[config.mk]
export PLATFORM = sky130hd
export DESIGN_NAME = gpcde_ports
export DESIGN_NICKNAME = d
export VERILOG_FILES = /design/src/gpcde_pkg.sv /design/src/gpcde_ports.sv /design/src/gpcde_sync.sv
export SDC_FILE = /design/constraint.sdc
export NUM_CORES = 1
export LEC_CHECK = 0
export ABC_AREA = 1
export BUFFER_PORTS_ARGS = -buffer_cell sky130_fd_sc_hd__buf_2
export CORE_UTILIZATION = 43
export CTS_BUF_LIST = sky130_fd_sc_hd__clkbuf_4
export DETAILED_ROUTE_END_ITERATION = 10
export MAX_ROUTING_LAYER = met4
export PLACE_DENSITY = 0.71
export SYNTH_ARGS = -nofsm -noshare
export SYNTH_HDL_FRONTEND = slang
export SYNTH_HIERARCHICAL = 1
export SYNTH_SLANG_ARGS = --single-unit
export TNS_END_PERCENT = 20
[constraint.sdc]
create_clock -name CORE_CLK -period 1.39 [get_ports CORE_CLK]
set_input_delay 0.278 -clock CORE_CLK [delete_from_list [all_inputs] [get_ports CORE_CLK]]
set_output_delay 0.278 -clock CORE_CLK [all_outputs]
set_load 0.01 [all_outputs]
[src/gpcde_pkg.sv]
// Constants and types shared by the port C/D/E block
package gpcde_pkg;
    // Register indexes; byte address is four times the index
    localparam logic [7:0] IDX_PORT_C_DATA = 8'h07;
    localparam logic [7:0] IDX_PORT_D_DATA = 8'h08;
    localparam logic [7:0] IDX_PORT_E_DATA = 8'h09;
    localparam logic [7:0] IDX_PORT_C_DIRECTION = 8'h87;
    localparam logic [7:0] IDX_PORT_D_DIRECTION = 8'h88;
    localparam logic [7:0] IDX_PORT_E_DIR_STATUS = 8'h89;
    localparam logic [7:0] IDX_ANALOG_PIN_CONFIG = 8'h9f;
    // Field positions in the port E direction and slave status register
    localparam int unsigned POS_INPUT_FULL = 7;
    localparam int unsigned POS_OUTPUT_FULL = 6;
    localparam int unsigned POS_INPUT_OVERFLOW = 5;
    localparam int unsigned POS_MODE_SELECT = 4;
    // Values after reset
    localparam logic [7:0] RST_PORT_C_DIRECTION = 8'hff;
    localparam logic [7:0] RST_PORT_D_DIRECTION = 8'hff;
    localparam logic [2:0] RST_PORT_E_DIRECTION = 3'h7;
    localparam logic [2:0] RST_ANALOG_PIN_CONFIG = 3'h7;
    localparam logic [7:0] RST_DATA_LATCH = 8'h00;
    // Synchroniser depth on pin inputs, in cycles
    localparam int unsigned SYNC_CYCLES = 2;

    typedef enum logic [1:0] {
        PSP_IDLE = 2'b00,
        PSP_WRITE = 2'b01,
        PSP_READ = 2'b10
    } gpcde_psp_type;
endpackage : gpcde_pkg

[src/gpcde_ports.sv]
// Ports C, D and E with direction registers, parallel slave mode and a Wishbone slave
// Function
// - Port C direction one floats the pin
// - Port C direction zero drives latch
// - Enabled peripheral overrides port C direction
// - Per-pin select picks latch or peripheral
// - Peripheral enable acts only when selected
// - Reset: directions all ones, latches kept unless power-on
// - Port D pins individually set by direction
// - Mode bit turns port D into slave port
// - Buffers Schmitt in I/O, TTL in slave mode
// - Port E pins individually input or output
// - Slave mode routes port E to strobes
// - Analog port E pins read as zero
// - Port E direction drives pins even analog
// - Power-on makes port E pins analog
// - Status register: flags, mode, direction bits
// - Port E direction one input, zero output
`timescale 1ns/100ps
module gpcde_ports #(
    parameter int unsigned ADR_W = 12
) (
    // Clock and reset
    input wire logic CORE_CLK,
    input wire logic RESET_N,
    input wire logic POWER_ON_RESET,
    // Wishbone slave
    input wire logic WB_CYC_I,
    input wire logic WB_STB_I,
    input wire logic WB_WE_I,
    input wire logic [ADR_W-1:0] WB_ADR_I,
    input wire logic [3:0] WB_SEL_I,
    input wire logic [31:0] WB_DAT_I,
    output logic [31:0] WB_DAT_O,
    output logic WB_ACK_O,
    // Port C pins and peripheral override
    input wire logic [7:0] PC_IN,
    output logic [7:0] PC_OUT,
    output logic [7:0] PC_OE,
    input wire logic [7:0] PERIPH_SEL,
    input wire logic [7:0] PERIPH_OUT,
    input wire logic [7:0] PERIPH_OE,
    input wire logic [7:0] PERIPH_FORCE_EN,
    input wire logic [7:0] PERIPH_FORCE_DIR,
    // Port D pins
    input wire logic [7:0] PD_IN,
    output logic [7:0] PD_OUT,
    output logic [7:0] PD_OE,
    // Port E pins
    input wire logic [2:0] PE_IN,
    output logic [2:0] PE_OUT,
    output logic [2:0] PE_OE,
    // Buffer type and analog selection
    output logic PD_PE_TTL_SEL,
    output logic [2:0] PE_ANALOG_SEL
);
    typedef struct packed {
        logic [7:0] lat_c;
        logic [7:0] lat_d;
        logic [2:0] lat_e;
        logic [7:0] dir_c;
        logic [7:0] dir_d;
        logic [2:0] dir_e;
        logic [2:0] analog;
        logic mode;
        logic input_full_flag;
        logic output_full_flag;
        logic input_overflow_flag;
        logic [7:0] psp_in;
        gpcde_pkg::gpcde_psp_type parallel_slave_port;
        logic ack;
        logic [7:0] rdat;
        logic [7:0] c_out;
        logic [7:0] c_oe;
        logic [7:0] d_out;
        logic [7:0] d_oe;
        logic [2:0] e_out;
        logic [2:0] e_oe;
        logic ttl;
    } gpcde_state_type;

    gpcde_state_type s_q;
    gpcde_state_type s_d;
    logic [18:0] pins_s;
    logic [7:0] pc_s;
    logic [7:0] pd_s;
    logic [2:0] pe_s;
    logic req;
    logic wr;
    logic rd;
    logic [7:0] idx;
    logic [7:0] wdat;
    logic rd_n;
    logic wr_n;
    logic cs_n;

    // Register index from a byte address
    function automatic logic [7:0] reg_index(input logic [ADR_W-1:0] adr);
        reg_index = adr[9:2];
    endfunction : reg_index

    // Status and direction register as software sees it
    function automatic logic [7:0] status_word(input gpcde_state_type st);
        status_word = {st.input_full_flag, st.output_full_flag, st.input_overflow_flag, st.mode, 1'b0, st.dir_e};
    endfunction : status_word

    gpcde_sync #(
        .W(19)
    ) u_sync (
        .clk(CORE_CLK),
        .rst_n(RESET_N),
        .d({PE_IN, PD_IN, PC_IN}),
        .q(pins_s)
    );

    assign pc_s = pins_s[7:0];
    assign pd_s = pins_s[15:8];
    assign pe_s = pins_s[18:16];
    assign rd_n = pe_s[0];
    assign wr_n = pe_s[1];
    assign cs_n = pe_s[2];
    assign req = WB_CYC_I && WB_STB_I && !s_q.ack;
    assign wr = req && WB_WE_I && WB_SEL_I[0];
    assign rd = req && !WB_WE_I;
    assign idx = reg_index(WB_ADR_I);
    assign wdat = WB_DAT_I[7:0];

    always_comb begin
        s_d = s_q;
        s_d.ack = req;
        // Register writes
        if (wr) begin
            if (idx == gpcde_pkg::IDX_PORT_C_DATA) begin
                s_d.lat_c = wdat;
            end else if (idx == gpcde_pkg::IDX_PORT_D_DATA) begin
                s_d.lat_d = wdat;
                if (s_q.mode) begin
                    s_d.output_full_flag = 1'b1;
                end
            end else if (idx == gpcde_pkg::IDX_PORT_E_DATA) begin
                s_d.lat_e = wdat[2:0];
            end else if (idx == gpcde_pkg::IDX_PORT_C_DIRECTION) begin
                s_d.dir_c = wdat;
            end else if (idx == gpcde_pkg::IDX_PORT_D_DIRECTION) begin
                s_d.dir_d = wdat;
            end else if (idx == gpcde_pkg::IDX_PORT_E_DIR_STATUS) begin
                s_d.input_overflow_flag = wdat[gpcde_pkg::POS_INPUT_OVERFLOW];
                s_d.mode = wdat[gpcde_pkg::POS_MODE_SELECT];
                s_d.dir_e = wdat[2:0];
            end else if (idx == gpcde_pkg::IDX_ANALOG_PIN_CONFIG) begin
                s_d.analog = wdat[2:0];
            end
        end
        // Register reads; unmapped indexes answer zero
        if (rd) begin
            if (idx == gpcde_pkg::IDX_PORT_C_DATA) begin
                s_d.rdat = pc_s;
            end else if (idx == gpcde_pkg::IDX_PORT_D_DATA) begin
                if (s_q.mode) begin
                    s_d.rdat = s_q.psp_in;
                    s_d.input_full_flag = 1'b0;
                end else begin
                    s_d.rdat = pd_s;
                end
            end else if (idx == gpcde_pkg::IDX_PORT_E_DATA) begin
                s_d.rdat = {5'h00, pe_s & ~s_q.analog};
            end else if (idx == gpcde_pkg::IDX_PORT_C_DIRECTION) begin
                s_d.rdat = s_q.dir_c;
            end else if (idx == gpcde_pkg::IDX_PORT_D_DIRECTION) begin
                s_d.rdat = s_q.dir_d;
            end else if (idx == gpcde_pkg::IDX_PORT_E_DIR_STATUS) begin
                s_d.rdat = status_word(s_q);
            end else if (idx == gpcde_pkg::IDX_ANALOG_PIN_CONFIG) begin
                s_d.rdat = {5'h00, s_q.analog};
            end else begin
                s_d.rdat = 8'h00;
            end
        end
        // Slave port strobes; hardware sets win over software clears
        case (s_q.parallel_slave_port)
            gpcde_pkg::PSP_IDLE: begin
                if (s_q.mode && !cs_n && !wr_n) begin
                    s_d.parallel_slave_port = gpcde_pkg::PSP_WRITE;
                end else if (s_q.mode && !cs_n && !rd_n) begin
                    s_d.parallel_slave_port = gpcde_pkg::PSP_READ;
                    s_d.output_full_flag = 1'b0;
                end
            end
            gpcde_pkg::PSP_WRITE: begin
                s_d.psp_in = pd_s;
                if (!s_q.mode) begin
                    s_d.parallel_slave_port = gpcde_pkg::PSP_IDLE;
                end else if (cs_n || wr_n) begin
                    s_d.parallel_slave_port = gpcde_pkg::PSP_IDLE;
                    s_d.psp_in = s_q.psp_in;
                    s_d.input_full_flag = 1'b1;
                    if (s_q.input_full_flag) begin
                        s_d.input_overflow_flag = 1'b1;
                    end
                end
            end
            gpcde_pkg::PSP_READ: begin
                if (!s_q.mode || cs_n || rd_n) begin
                    s_d.parallel_slave_port = gpcde_pkg::PSP_IDLE;
                end
            end
            default: begin
                s_d.parallel_slave_port = gpcde_pkg::PSP_IDLE;
            end
        endcase
        if (!s_q.mode) begin
            s_d.input_full_flag = 1'b0;
            s_d.output_full_flag = 1'b0;
        end
        // Port C output path with peripheral override
        s_d.c_out = (PERIPH_SEL & PERIPH_OUT) | (~PERIPH_SEL & s_q.lat_c);
        s_d.c_oe = (PERIPH_SEL & PERIPH_OE)
            | (~PERIPH_SEL & PERIPH_FORCE_EN & ~PERIPH_FORCE_DIR)
            | (~PERIPH_SEL & ~PERIPH_FORCE_EN & ~s_q.dir_c);
        // Port D: direction register in I/O mode, read strobe in slave mode
        s_d.d_out = s_q.lat_d;
        if (s_q.mode) begin
            s_d.d_oe = (s_q.parallel_slave_port == gpcde_pkg::PSP_READ) ? 8'hff : 8'h00;
        end else begin
            s_d.d_oe = ~s_q.dir_d;
        end
        // Port E: direction bits rule the drivers, analog or not
        s_d.e_out = s_q.lat_e;
        s_d.e_oe = ~s_q.dir_e;
        s_d.ttl = s_q.mode;
        if (!RESET_N) begin
            s_d.dir_c = gpcde_pkg::RST_PORT_C_DIRECTION;
            s_d.dir_d = gpcde_pkg::RST_PORT_D_DIRECTION;
            s_d.dir_e = gpcde_pkg::RST_PORT_E_DIRECTION;
            s_d.mode = 1'b0;
            s_d.input_full_flag = 1'b0;
            s_d.output_full_flag = 1'b0;
            s_d.input_overflow_flag = 1'b0;
            s_d.analog = gpcde_pkg::RST_ANALOG_PIN_CONFIG;
            s_d.parallel_slave_port = gpcde_pkg::PSP_IDLE;
            s_d.ack = 1'b0;
            s_d.rdat = 8'h00;
            s_d.c_oe = 8'h00;
            s_d.d_oe = 8'h00;
            s_d.e_oe = 3'h0;
            s_d.ttl = 1'b0;
            if (POWER_ON_RESET) begin
                s_d.lat_c = gpcde_pkg::RST_DATA_LATCH;
                s_d.lat_d = gpcde_pkg::RST_DATA_LATCH;
                s_d.lat_e = gpcde_pkg::RST_DATA_LATCH[2:0];
                s_d.psp_in = gpcde_pkg::RST_DATA_LATCH;
                s_d.c_out = gpcde_pkg::RST_DATA_LATCH;
                s_d.d_out = gpcde_pkg::RST_DATA_LATCH;
                s_d.e_out = gpcde_pkg::RST_DATA_LATCH[2:0];
                s_d.analog = gpcde_pkg::RST_ANALOG_PIN_CONFIG;
            end
        end
    end

    always_ff @(posedge CORE_CLK) begin
        s_q <= s_d;
    end

    assign WB_DAT_O = {24'h000000, s_q.rdat};
    assign WB_ACK_O = s_q.ack;
    assign PC_OUT = s_q.c_out;
    assign PC_OE = s_q.c_oe;
    assign PD_OUT = s_q.d_out;
    assign PD_OE = s_q.d_oe;
    assign PE_OUT = s_q.e_out;
    assign PE_OE = s_q.e_oe;
    assign PD_PE_TTL_SEL = s_q.ttl;
    assign PE_ANALOG_SEL = s_q.analog;
endmodule : gpcde_ports

[src/gpcde_sync.sv]
// Two-stage synchroniser for pin inputs
`timescale 1ns/100ps
module gpcde_sync #(
    parameter int unsigned W = 19
) (
    // Clock and reset
    input wire logic clk,
    input wire logic rst_n,
    // Asynchronous levels and their synchronised copies
    input wire logic [W-1:0] d,
    output logic [W-1:0] q
);
    typedef struct packed {
        logic [W-1:0] meta;
        logic [W-1:0] stable;
    } gpcde_sync_state_type;

    gpcde_sync_state_type s_q;
    gpcde_sync_state_type s_d;

    always_comb begin
        s_d = s_q;
        s_d.meta = d;
        s_d.stable = s_q.meta;
        if (!rst_n) begin
            s_d.meta = '0;
            s_d.stable = '0;
        end
    end

    always_ff @(posedge clk) begin
        s_q <= s_d;
    end

    assign q = s_q.stable;
endmodule : gpcde_sync

## Word-level counts from Yosys, hierarchy flattened

Cells that the tools add are included.

| cells by class | value |
|---|---|
| $add $sub $neg | 0 |
| multiply operators | 0 |
| divide/modulo/power cells | 0 |
| magnitude comparators | 0 |
| eq/ne operators | 12 |
| shift-type cells | 0 |
| muxes and demuxes | 59 |
| bitwise logic cells | 24 |
| reduce and logical (&&, ||, !) cells | 24 |

Operator list:

| kind | count |
|---|---|
| 2-to-1 mux 8 bit | 17 |
| 2-to-1 mux 103 bit | 1 |
| bitwise AND 8 bit | 7 |
| 2-to-1 mux 42 bit | 1 |
| NOT 8 bit | 5 |
| 2-to-1 mux 34 bit | 1 |
| equality test 8 bit, second input constant | 4 |
| 2-to-1 mux 26 bit | 1 |
| OR 8 bit | 3 |
| 2-to-1 mux 23 bit | 1 |
| 2-to-1 mux 19 bit | 1 |
| 2-to-1 mux 3 bit | 6 |
| 2-to-1 mux 9 bit | 2 |
| 2-to-1 mux 1 bit | 17 |
| equality test 8 x 4 -> 1 bit, second input constant | 2 |
| 2-to-1 mux 15 bit | 1 |
| 2-to-1 mux 2 bit | 7 |
| 2-to-1 mux 11 bit | 1 |
| equality test 8 x 3 -> 1 bit, second input constant | 1 |
| logical AND 1 bit | 8 |
| AND reduction 8 bit | 1 |
| 2-to-1 mux 7 bit | 1 |
| AND reduction 7 bit | 1 |
| zero test 1 bit | 6 |
| 14 further kinds | 23 |

| word-level totals | value |
|---|---|
| flip-flop bits (word level) | 141 |
| latch bits | 0 |
| RAM bits | 0 |
| memory bits (read-only) | 0 |
| input port bits | 113 |
| memories | 0 |

## Depth between registers and ports, before layout

Gate-level depths: netlist of the first run.

| depth | value |
|---|---|
| depth in word-level cells | 14 |
| depth in mapped cells | 11 |
| gate-level depth less buffers | 11 |

## Cells and area by module

The synthesis of the first run kept the hierarchy.

By module, submodules not included:

| module | instances | cells each | area each (µm²) |
|---|---|---|---|
| gpcde_ports | 1 | 630 | 4,968.5 |
| gpcde_sync | 1 | 137 | 1,223.7 |

## Worst setup path before layout of the first run

Ideal clock, no wire load.

| timing path | value |
|---|---|
| path type | reg2reg |
| from | register s_q (netlist bit WB_ACK_O) |
| to | register s_q[82] in the netlist's numbering |
| setup time | 141 ps |
| arrival time | 1,249 ps |
| required time | 1,249 ps |
| setup slack | 0 ps |
| cell stages (with the launch flop) | 8 |
| path buffers | 1 |
| path through | dfxtp_1 > nor2_2 > nand3_4 > nor2_4 > nand4_4 > buf_6 > nand2_1 > o211ai_2 |

| between the ends | value |
|---|---|
| word-level cells in the longest chain between the ends | 5 |

Ends and longest elaborated chain:

| what | RTL line | text |
|---|---|---|
| from (decl) | gpcde_ports.sv:82 | `gpcde_state_type s_q;` |
| from (signal assigned) | gpcde_ports.sv:261 | `s_q <= s_d;` |
| zero test 1 bit | gpcde_ports.sv:122 | `assign req = WB_CYC_I && WB_STB_I && !s_q.ack;` |
| logical AND 1 bit | gpcde_ports.sv:122 |  |
| logical AND 1 bit (2 in a row) | gpcde_ports.sv:123 | `assign wr = req && WB_WE_I && WB_SEL_I[0];` |
| AND reduction 5 bit (no source line) | - |  |

Every way passes these cells.
A chain may end at the register's enable or synchronous reset.

## Worst setup path in the final report of the first run

| timing path | value |
|---|---|
| from | input PERIPH_FORCE_DIR[5] |
| to | register s_q (netlist bit PC_OE[5]) |

| between the ends | value |
|---|---|
| word-level cells in the longest chain between the ends | 4 |

Ends and longest elaborated chain:

| what | RTL line | text |
|---|---|---|
| from (decl) | gpcde_ports.sv:44 | `input wire logic [7:0] PERIPH_FORCE_DIR,` |
| NOT 8 bit | gpcde_ports.sv:218 | `\| (~PERIPH_SEL & PERIPH_FORCE_EN & ~PERIPH_FORCE_DIR)` |
| bitwise AND 8 bit | gpcde_ports.sv:218 |  |
| OR 8 bit | gpcde_ports.sv:218 |  |
| OR 8 bit | gpcde_ports.sv:219 | `\| (~PERIPH_SEL & ~PERIPH_FORCE_EN & ~s_q.dir_c);` |

Every way passes these cells.

==> summary.md, run 1 <==
| Metric | Value |
|---|---|
| Post-synthesis instance area | `6190 um^2` |
| Endpoint of the lowest-slack register-to-register path | `PC_OE[3]` |
| Fraction of final layout cells with drive strength greater than 1 | `29.2%` |
| Number of slew-limit violations in the final report | `0` |
| Synth top area share | `45.6%` |
| TNS Setup | `0 ns` |
| Final ANT Viol Nets | `0` |
| Number of warnings issued by yosys | `6` |
| Hold Path Depth | `3` |
| Layout area overhead | `21.9%` |
| Final Hold Vio Count | `0` |
| Share of synthesized area occupied by flip-flops and latches | `45.6%` |
| Count of max-cap constraint violations | `0` |
| Syn_area_per_cell | `8.07 um^2` |
| Number of cells on the worst reg-to-reg path | `3` |
| Buffer cell driving the clock tree root | `clkbuf_4` |
| Startpoint kind of the worst setup timing path | `input pin` |
| Number of unique standard cell types used by synthesis | `38` |
| Post-synthesis async set-or-reset flop share | `0%` |
| Initial drt markers | `229` |
| Count of state elements after synthesis | `141` |
| Combinational share of power | `10.1%` |
| Diodes inserted | `0` |
| Share of the clock period used by the worst path after layout | `98.8%` |
| Unrepaired setup endpoints after global routing | `true` |
| Final Skew | `0.0179 ns` |
| Arrival time of data at the critical path endpoint | `1.87 ns` |
| Routed len/inst | `12.7 um` |
| Final WS setup | `0.0164 ns` |
| Crit path kind | `input pin to flop` |
| Ordered cell list for the critical path | `dlygate4sd3_1 -> buf_2 -> nand2_1 -> dlygate4sd3_1 -> o21ai_0 -> a21oi_1` |
| Util after Layout | `54.0%` |
| Synth top area cells | `dfxtp_1, buf_4, nand2_1` |
| Time the final worst path needs with I/O delays and setup | `1.37 ns` |
| Class of the worst hold path | `input pin to flop` |
| Slack of the worst reg-to-reg path | `0.03 ns` |
| Via count | `4973` |
| Number of levels the H-tree was split into | `4` |
| Area inside the core boundary | `14000 um^2` |
| Commonest cells post-synth | `dfxtp_1, nand2_1, inv_1` |
| Number of search-and-repair iterations in the first detailed-routing pass | `5` |
| Endpoint required time on the critical path | `1.89 ns` |
| Achievable Freq | `0.728 GHz` |
| Power density normalized to cell area | `940 nW/um^2` |
| Overall power consumption | `7.10 mW` |
| Remaining DRCs | `0` |
| Switching Fraction | `24.1%` |
| Library cell appearing most often on the critical path | `dlygate4sd3_1` |
| Portion of total power attributed to the clock network | `31.2%` |
| Clock Sink Count | `141` |
| Initial core utilization | `44.3%` |
| Origin of the worst setup path | `PERIPH_FORCE_DIR[5]` |
| Full die area | `14900 um^2` |
| Total Nets Final | `1030` |
| Cts bufs inserted | `17` |
| Estimated wirelength of the detail-placed design | `9250 um` |
| Maximum clock insertion buffer count | `2` |
| Endpoint, Worst Hold | `s_q[88]` |
| Largest net degree at the start of global routing | `55` |
| Startpoint of the most critical hold path | `WB_DAT_I[1]` |
| Yosys top cell by area | `dfxtp_1` |
| Clock latency at the later pin of the worst-skew pair | `0.56 ns` |
| Crit. End Element | `flop` |
| Height of the chip | `122 um` |
| Clock transition at the registers of the reported paths | `0.11 ns` |
| CP max stage cell | `dlygate4sd3_1` |
| I/O pin count | `188` |
| Worst-path fanout max | `1` |
| Overall die width | `122 um` |
| Vias in the first global route | `4550` |
| Global-route wire length before repair | `21700 um` |
| Worst slack, placed | `-0.117 ns` |
| Count of mapped cells out of synthesis | `767` |
| CTS tree | `done` |
| Peak VDD IR | `0.000654 V` |
| Std-Cell Rows | `43` |
| Placed instance area | `6600 um^2` |
| Number of setup violations in the final report | `0` |
| Outcome | `complete, no violations` |
| Layout Cell Area excl Fill | `7550 um^2` |
| Total global-route track usage | `19.9%` |
| Most common cell in the synthesized netlist | `dfxtp_1` |
| Vias per Instance | `4.50` |
| Count of flip-flops with a built-in enable after synthesis | `0` |
| Post-detailed-routing wire length | `14000 um` |
| GPL Wtd Cong | `0.863` |
| Antenna violations before repair | `0` |
| Launch point of the worst reg-to-reg path | `s_q[79]` |
| Proportion of power drawn by flip-flops and latches | `58.6%` |
| IO buf count | `132` |
| Overall overflow remaining after global route | `0` |
| Static Leak | `3.97 nW` |
| Internal Power | `5.39 mW` |
| Power spent charging and discharging nets | `1.71 mW` |
| Synth Flop Type | `dfxtp_1` |
| Largest stage delay on the critical path | `0.58 ns` |
## cell type report
class                   count  area (um^2)
fillers                  1291         6440
flip-flops and latches    141         2840
multi-input cells         418         2230
repair buffers            222         1600
inverters                 117          447
well taps                 180          225
clock buffers              22          165
clock inverters             5         47.5
## registers in the layout, summed over array words and instances (netlist names), 8 cells and up
| name | count |
|---|---|
| s_q | 52 |
| u_sync/q | 19 |
| u_sync/s_q | 19 |
| PC_OE | 8 |
| PC_OUT | 8 |
| PD_OE | 8 |
| PD_OUT | 8 |
| WB_DAT_O | 8 |
## metal layers
metal | global-route usage [%] | share of wire, % | wire length, um | vias to the layer above
met1 | 21.7 | 42 | 5940 | 2193
met3 | 5.15 | 5.9 | 822 | 31
li1 | - | - | - | 2582
met4 | 8.41 | 2.6 | 359 | 0
met5 | - | 0 | 0 | -
met2 | 34.1 | 49 | 6880 | 167
## critical path, delay by kind of cell
family                 cells  cell delay, ns
and+or+nand+nor            1            0.08
AOI/OAI and AO/OA          2            0.26
buffers and inverters      3            1.24
## layout by cell type (no fill, tap or decap), types with 3 or more instances in the layout
| master | count |
|---|---|
| a21oi_2 | 7 |
| nand2_1 | 120 |
| o211ai_2 | 10 |
| nand2_4 | 4 |
| nor2_1 | 65 |
| dfxtp_1 | 132 |
| a21oi_1 | 38 |
| dfxtp_2 | 8 |
| nand3b_1 | 5 |
| o21ai_2 | 5 |
| nand2_2 | 10 |
| o21ai_0 | 42 |
| clkbuf_4 | 22 |
| conb_1 | 24 |
| buf_4 | 21 |
| buf_6 | 6 |
| inv_1 | 108 |
| o21ai_1 | 10 |
| buf_2 | 129 |
| nand3_1 | 22 |
| nand4_1 | 4 |
| nor2_4 | 6 |
| nor2_8 | 3 |
| o211ai_1 | 16 |
| dlygate4sd3_1 | 60 |
| buf_12 | 5 |
| inv_2 | 7 |
| or2_2 | 12 |
## cells by family (layout without fill, tap and decap cells)
group | count (synthesis) | in the layout | synth area share (%)
other | 1 | 24 | 0.0606
buffers and inverters | 231 | 366 | 20.6
DFF | 141 | 141 | 45.6
muxes | 2 | 2 | 0.343
and+or+nand+nor | 261 | 261 | 20.5
AOI/OAI and AO/OA | 131 | 131 | 12.9
## power by group through the flow
stage	Clock, mW	Sequential (mW)	Combinational [mW]
6_report	2.22	4.16	0.718
5_1_grt	2.45	4.17	0.794
4_1_cts	2.28	4.16	0.693
3_5_place_dp	0	4.26	0.561
3_3_place_gp	0	4.25	0.553
2_1_floorplan	0	4.25	0.448
## metrics by stage
step | hold WS (ns) | cells
floorplan | 0.371 | 790
global placement | 0.395 | 1015
detailed placement | 0.396 | 1015
CTS | 0.00482 | 1102
global route | 0.0363 | 1105
finish | 0.0295 | 1105
## worst max-delay path by stage
stage / slack (ns) / to
after floorplan: 0.0002 / s_q[82]
after global placement: -0.09 / s_q[86]
after detailed placement: -0.12 / s_q[78]
after CTS: -0.04 / s_q[79]
after global routing: -0.04 / s_q[93]
final: 0.02 / PC_OE[5]
## repair_timing
action | 4_1_cts | 5_1_grt
endpoints found under the hold margin | 36 | 0
endpoints found under the setup margin | 10 | 45
gates cloned | 0 | 1
setup buffers | 0 | 2
hold buffers | 60 | 0
pin swaps | 1 | 5
resized for setup | 6 | 33
Note: power is estimated with default switching activity, not from simulation.
==> inputs of run 2 (changes only) <==
BUFFER_PORTS_ARGS = not set   (was -buffer_cell sky130_fd_sc_hd__buf_2)
DONT_BUFFER_PORTS = 1   (was not set)
PLACE_DENSITY = not set   (was 0.71)
==> run 2 against run 1 <==
  * Worst setup slack gained 0.030 ns
  * Critical path depth grew 2
  * Flip-flop and latch count is the same
  * Combinational power shrank 25%
  * Die area is the same
  * Global-route usage shrank 0.47 points
==> summary.md, run 2 (synthesis gave the netlist of run 1 again) <==
| Metric | Value |
|---|---|
| Clock latency at the later pin of the worst-skew pair | `0.54 ns (-0.02 ns)` |
| Launch point of the worst reg-to-reg path | `s_q[80]` |
| GPL Wtd Cong | `0.891 (+3.2%)` |
| Cts bufs inserted | `17 (unchanged)` |
| IO buf count | `0 (-100%)` |
| Crit. End Element | `flop` |
| Share of the clock period used by the worst path after layout | `96.7% (-2.1 points)` |
| Fraction of final layout cells with drive strength greater than 1 | `15.1% (-14 points)` |
| Initial core utilization | `44.3% (unchanged)` |
| Final Skew | `0.0189 ns (+0.000967 ns)` |
| CP max stage cell | `dlygate4sd3_1` |
| Vias per Instance | `4.58 (+1.8%)` |
| Worst slack, placed | `-0.0525 ns (+0.0648 ns)` |
| Outcome | `complete, no violations` |
| Arrival time of data at the critical path endpoint | `1.78 ns (-0.09 ns)` |
| Overall die width | `122 um (unchanged)` |
| Origin of the worst setup path | `WB_STB_I` |
| Final Hold Vio Count | `0 (unchanged)` |
| Largest stage delay on the critical path | `0.52 ns (-0.06 ns)` |
| Number of slew-limit violations in the final report | `0 (unchanged)` |
| Overall overflow remaining after global route | `0 (unchanged)` |
| Post-detailed-routing wire length | `13600 um (-3.1%)` |
| Full die area | `14900 um^2 (unchanged)` |
| Vias in the first global route | `4431 (-2.6%)` |
| Total global-route track usage | `19.4% (-0.47 points)` |
| Filler cells | `1341 (+3.9%)` |
| Commonest non-fill, non-tap cells in the layout | `dfxtp_1, nand2_1, inv_1, dlygate4sd3_1, nor2_1` |
| Slack of the worst reg-to-reg path | `0.05 ns (+0.02 ns)` |
| Termination of the worst setup path | `s_q[86]` |
| Largest net degree at the start of global routing | `59 (+7.3%)` |
| Total Nets Final | `901 (-13%)` |
| Time the final worst path needs with I/O delays and setup | `1.34 ns (-0.0295 ns)` |
| Crit path kind | `input pin to flop` |
| Most common library cell in the layout ignoring fill and taps | `dfxtp_1` |
| Count of max-cap constraint violations | `0 (unchanged)` |
| Routed len/inst | `13.8 um (+9.2%)` |
| Initial drt markers | `165 (-28%)` |
| Maximum clock insertion buffer count | `2 (unchanged)` |
| Max FFs per register | `52 (unchanged)` |
| Number of levels the H-tree was split into | `4 (unchanged)` |
| Startpoint kind of the worst setup timing path | `input pin` |
| Unrepaired setup endpoints after global routing | `false` |
| Clock Sink Count | `141 (unchanged)` |
| Diodes inserted | `0 (unchanged)` |
| Std-Cell Rows | `43 (unchanged)` |
| Worst-path fanout max | `6 (+5)` |
| Height of the chip | `122 um (unchanged)` |
| Area inside the core boundary | `14000 um^2 (unchanged)` |
| Number of setup violations in the final report | `0 (unchanged)` |
| CTS tree | `done` |
| Antenna violations before repair | `0 (unchanged)` |
| Clock transition at the registers of the reported paths | `0.13 ns (+0.02 ns)` |
| Remaining DRCs | `0 (unchanged)` |
| Ordered cell list for the critical path | `dlygate4sd3_1 -> nand2_1 -> nor2_4 -> nand3_4 -> buf_4 -> nor3_4 -> a21oi_1 -> o21a_1` |
| Worst hold-check slack | `0.0511 ns (+0.0215 ns)` |
| Buffer cell driving the clock tree root | `clkbuf_4` |
| Achievable Freq | `0.744 GHz (+2.2%)` |
| Via count | `4493 (-9.7%)` |
| Final WS setup | `0.0459 ns (+0.0295 ns)` |
| Endpoint required time on the critical path | `1.83 ns (-0.06 ns)` |
| Endpoint of the lowest-slack register-to-register path | `PC_OE[4]` |
| Register with the most flip-flops | `s_q` |
| Class of the worst hold path | `input pin to flop` |
| Static Leak | `3.39 nW (-15%)` |
| Final ANT Viol Nets | `0 (unchanged)` |
| Peak VDD IR | `0.000519 V (-21%)` |
| Number of search-and-repair iterations in the first detailed-routing pass | `4 (-1)` |
| Estimated wirelength of the detail-placed design | `9400 um (+1.5%)` |
| Number of cells on the worst reg-to-reg path | `4 (+1)` |
| Power density normalized to cell area | `1040 nW/um^2 (+11%)` |
| Layout area overhead | `11.5%` |
| Global-route wire length before repair | `21000 um (-3.3%)` |
| I/O pin count | `188 (unchanged)` |
[run 2: per-layer routing]
layer,share of wire (%),track usage [%],wire [um]
met4,1.4,7.41,189
met3,5.9,5.48,798
met5,0,-,0
met2,52,34.8,7090
met1,40,20.0,5500
[run 2: final cells by class]
type / instances / area [um^2] / share of cell area [%]
timing repair buffer: 93 / 938 / 13.6
clock inverter: 15 / 136 / 1.98
multi-input combinational: 418 / 2200 / 31.9
sequential: 141 / 2830 / 41.0
tap: 180 / 225 / 3.26
clock buffer: 17 / 128 / 1.85
inverter: 117 / 447 / 6.47
[run 2: worst min path at each step]
stage / from / end / slack, ns / cells after the start
floorplan: PE_IN[1] / u_sync/s_q[36] / 0.37 / 2
global placement: RESET_N / s_q[72] / 0.37 / 1
detailed placement: RESET_N / s_q[72] / 0.37 / 1
CTS: RESET_N / s_q[78] / 0.01 / 2
global route: RESET_N / s_q[82] / 0.009 / 2
finish: POWER_ON_RESET / PE_OUT[2] / 0.05 / 3
[run 2: stage by stage]
step	power [mW]	utilization, %	TNS (ns)	instance area [um^2]	cells
finish	7.19	49.3	0	6900	981
global placement	4.61	42.1	-0.0518	5890	879
CTS	7.29	49.2	0	6880	981
floorplan	4.70	-	0	6280	790
detailed placement	4.62	42.1	-0.346	5890	879
global route	7.58	49.3	0	6900	981
[run 2: timing repair]
action,in CTS,in global routing
buffers inserted,1,0
hold buffers,69,0
endpoints found under the hold margin,95,0
pin swaps,3,1
resized for setup,0,12
endpoints found under the setup margin,12,33
[run 2: report_power, final]
| group | switching [mW] | internal, mW |
|---|---|---|
| Combinational | 0.291 | 0.247 |
| Sequential | 0.0567 | 4.14 |
| Clock | 1.55 | 0.914 |
[run 2: critical path, delay by kind of cell]
family	cells	cell delay (ns)
buf+inv	2	0.71
compound gates	2	0.22
simple gates	4	0.57
==> inputs of run 3 (changes only) <==
CTS_BUF_LIST = sky130_fd_sc_hd__clkbuf_8   (was sky130_fd_sc_hd__clkbuf_4)
==> run 3 against run 2 <==
  * Critical path depth shrank 4
  * First-iteration DRC count grew 26%
  * Combinational power shrank 6.1%
  * Clock power grew 29%
  * Sequential share of layout area shrank 0.29 points
  * Clock skew shrank 0.0078 ns
  * Global-route usage shrank 0.19 points
  * Flip-flop and latch count is the same
  * Critical path type is now flop to flop
==> summary.md, run 3 (synthesis gave the netlist of run 1 again) <==
| Metric | Value |
|---|---|
| Final Skew | `0.0111 ns (-0.00777 ns)` |
| CTS tree | `done` |
| IO buf count | `0 (unchanged)` |
| Largest stage delay on the critical path | `0.55 ns (+0.03 ns)` |
| Share of the clock period used by the worst path after layout | `96.5% (-0.18 points)` |
| Routed len/inst | `13.8 um (-0.60%)` |
| Commonest non-fill, non-tap cells in the layout | `dfxtp_1, nand2_1, inv_1, nor2_1, dlygate4sd3_1` |
| Largest net degree at the start of global routing | `52 (-12%)` |
| Estimated wirelength of the detail-placed design | `9400 um (unchanged)` |
| Final WS setup | `0.0484 ns (+0.00248 ns)` |
| Startpoint kind of the worst setup timing path | `flop` |
| Achievable Freq | `0.745 GHz (+0.19%)` |
| Count of max-cap constraint violations | `0 (unchanged)` |
| Std-Cell Rows | `43 (unchanged)` |
| Total Nets Final | `893 (-0.89%)` |
| Area inside the core boundary | `14000 um^2 (unchanged)` |
| TNS Setup | `0 ns (unchanged)` |
| Maximum clock insertion buffer count | `2 (unchanged)` |
| Height of the chip | `122 um (unchanged)` |
| Max FFs per register | `52 (unchanged)` |
| Total global-route track usage | `19.2% (-0.19 points)` |
| Endpoint required time on the critical path | `1.74 ns (-0.09 ns)` |
| Initial drt markers | `208 (+26%)` |
| Cts bufs inserted | `17 (unchanged)` |
| Clock Sink Count | `141 (unchanged)` |
| Worst-path fanout max | `2 (-4)` |
| Cell family with most CP delay | `buffers and inverters` |
| Fraction of final layout cells with drive strength greater than 1 | `15.0% (-0.10 points)` |
| Overall overflow remaining after global route | `0 (unchanged)` |
| Number of cells on the worst reg-to-reg path | `4 (unchanged)` |
| Overall power consumption | `7.88 mW (+9.5%)` |
| Logic depth of the worst setup path including buffers | `4 (-4)` |
| Worst slack, placed | `-0.0525 ns (unchanged)` |
| Number of slew-limit violations in the final report | `0 (unchanged)` |
| Global-route wire length before repair | `20700 um (-1.4%)` |
| Vias in the first global route | `4391 (-0.90%)` |
| Full die area | `14900 um^2 (unchanged)` |
| Post-detailed-routing wire length | `13400 um (-1.4%)` |
| Register with the most flip-flops | `s_q` |
| Most common library cell in the layout ignoring fill and taps | `dfxtp_1` |
| Number of setup violations in the final report | `0 (unchanged)` |
| Number of search-and-repair iterations in the first detailed-routing pass | `4 (unchanged)` |
| Remaining DRCs | `0 (unchanged)` |
| Peak VDD IR | `0.000640 V (+23%)` |
| Overall die width | `122 um (unchanged)` |
| GPL Wtd Cong | `0.891 (unchanged)` |
| Buffering stage count on the worst path with inverters included | `2 (unchanged)` |
| I/O pin count | `188 (unchanged)` |
| Crit. End Element | `flop` |
| Clock latency at the later pin of the worst-skew pair | `0.45 ns (-0.09 ns)` |
| Final ANT Viol Nets | `0 (unchanged)` |
| Final Hold Vio Count | `0 (unchanged)` |
| Crit path kind | `flop to flop` |
| CP max stage cell | `dlygate4sd3_1` |
| Unrepaired setup endpoints after global routing | `true` |
| Arrival time of data at the critical path endpoint | `1.69 ns (-0.09 ns)` |
| Diodes inserted | `0 (unchanged)` |
| Slack of the worst reg-to-reg path | `0.05 ns (about the same)` |
| Buffer cell driving the clock tree root | `clkbuf_8` |
| Time the final worst path needs with I/O delays and setup | `1.34 ns (-0.00248 ns)` |
| Util after Layout | `49.6% (+0.26 points)` |
| Initial core utilization | `44.3% (unchanged)` |
| Layout area overhead | `12.0%` |
| Vias per Instance | `4.61 (+0.69%)` |
| Class of the worst hold path | `input pin to flop` |
| Static Leak | `3.40 nW (+0.33%)` |
| Ordered cell list for the critical path | `inv_1 -> o21ai_0 -> a21oi_1 -> dlygate4sd3_1` |
| Clock transition at the registers of the reported paths | `0.09 ns (-0.04 ns)` |
| Antenna violations before repair | `0 (unchanged)` |
| Outcome | `complete, no violations` |
| Via count | `4487 (-0.13%)` |
| Number of levels the H-tree was split into | `4 (unchanged)` |
| Hold Path Depth | `2 (-1)` |
| Power density normalized to cell area | `1140 nW/um^2 (+8.9%)` |
[run 3: changes by cell type in the layout (fill, tap and decap cells not counted), moves of 2 or more]
cell,previous run,this run
clkbuf_4,17,0
clkbuf_8,0,19
clkinv_1,2,0
dfxtp_1,136,140
dfxtp_2,5,1
dlygate4sd3_1,68,59
o21ai_0,44,48
o21ai_1,12,9
[run 3: worst register-to-register path, stage by stage, from the launching register on]
cell           delay [ns]
dfxtp_1              0.34
inv_1                0.09
o21ai_0              0.18
a21oi_1              0.08
dlygate4sd3_1        0.55
[run 3: final cells by class]
cell class                 count  area [um^2]
timing repair buffer          85          860
clock inverter                13          129
fill                        1343         7050
inverter                     117          447
multi-input combinational    418         2190
tap                          180          225
sequential                   141         2820
clock buffer                  19          262
[run 3: repair_timing]
| action | in CTS | in global routing |
|---|---|---|
| buffers inserted | 1 | 1 |
| resized for setup | 0 | 4 |
| pin swaps | 2 | 4 |
| gates cloned | 0 | 0 |
| endpoints found under the hold margin | 79 | 0 |
| endpoints found under the setup margin | 11 | 33 |
| hold buffers | 60 | 0 |
[run 3: report_power, final]
group,total (mW),internal (mW),switching (mW)
Clock,3.18,1.55,1.64
Sequential,4.19,4.13,0.0562
Combinational,0.505,0.228,0.276
Total,7.88,5.91,1.97
[run 3: worst paths after layout]
| path | startpoint | endpoint |
|---|---|---|
| min | WB_DAT_I[7] | s_q[102] |
| min reg2reg | u_sync/s_q[26] | u_sync/q[7] |
| max reg2reg | s_q[82] | PC_OE[6] |
| max | s_q[82] | PC_OE[6] |
[run 3: metal layers]
metal / track usage [%] / part of all wire (%)
met1: 19.4 / 40
met2: 34.5 / 52
met3: 5.29 / 6.5
met4: 8.56 / 1.7
met5: - / 0
[run 3: per-stage QoR]
stage | hold slack (ns) | cells | area [um^2]
after floorplan | 0.371 | 790 | 6280
after global placement | 0.368 | 879 | 5890
after detailed placement | 0.372 | 879 | 5890
final | 0.0222 | 973 | 6940
after CTS | 0.00278 | 972 | 6920
after global routing | 0.00252 | 973 | 6940
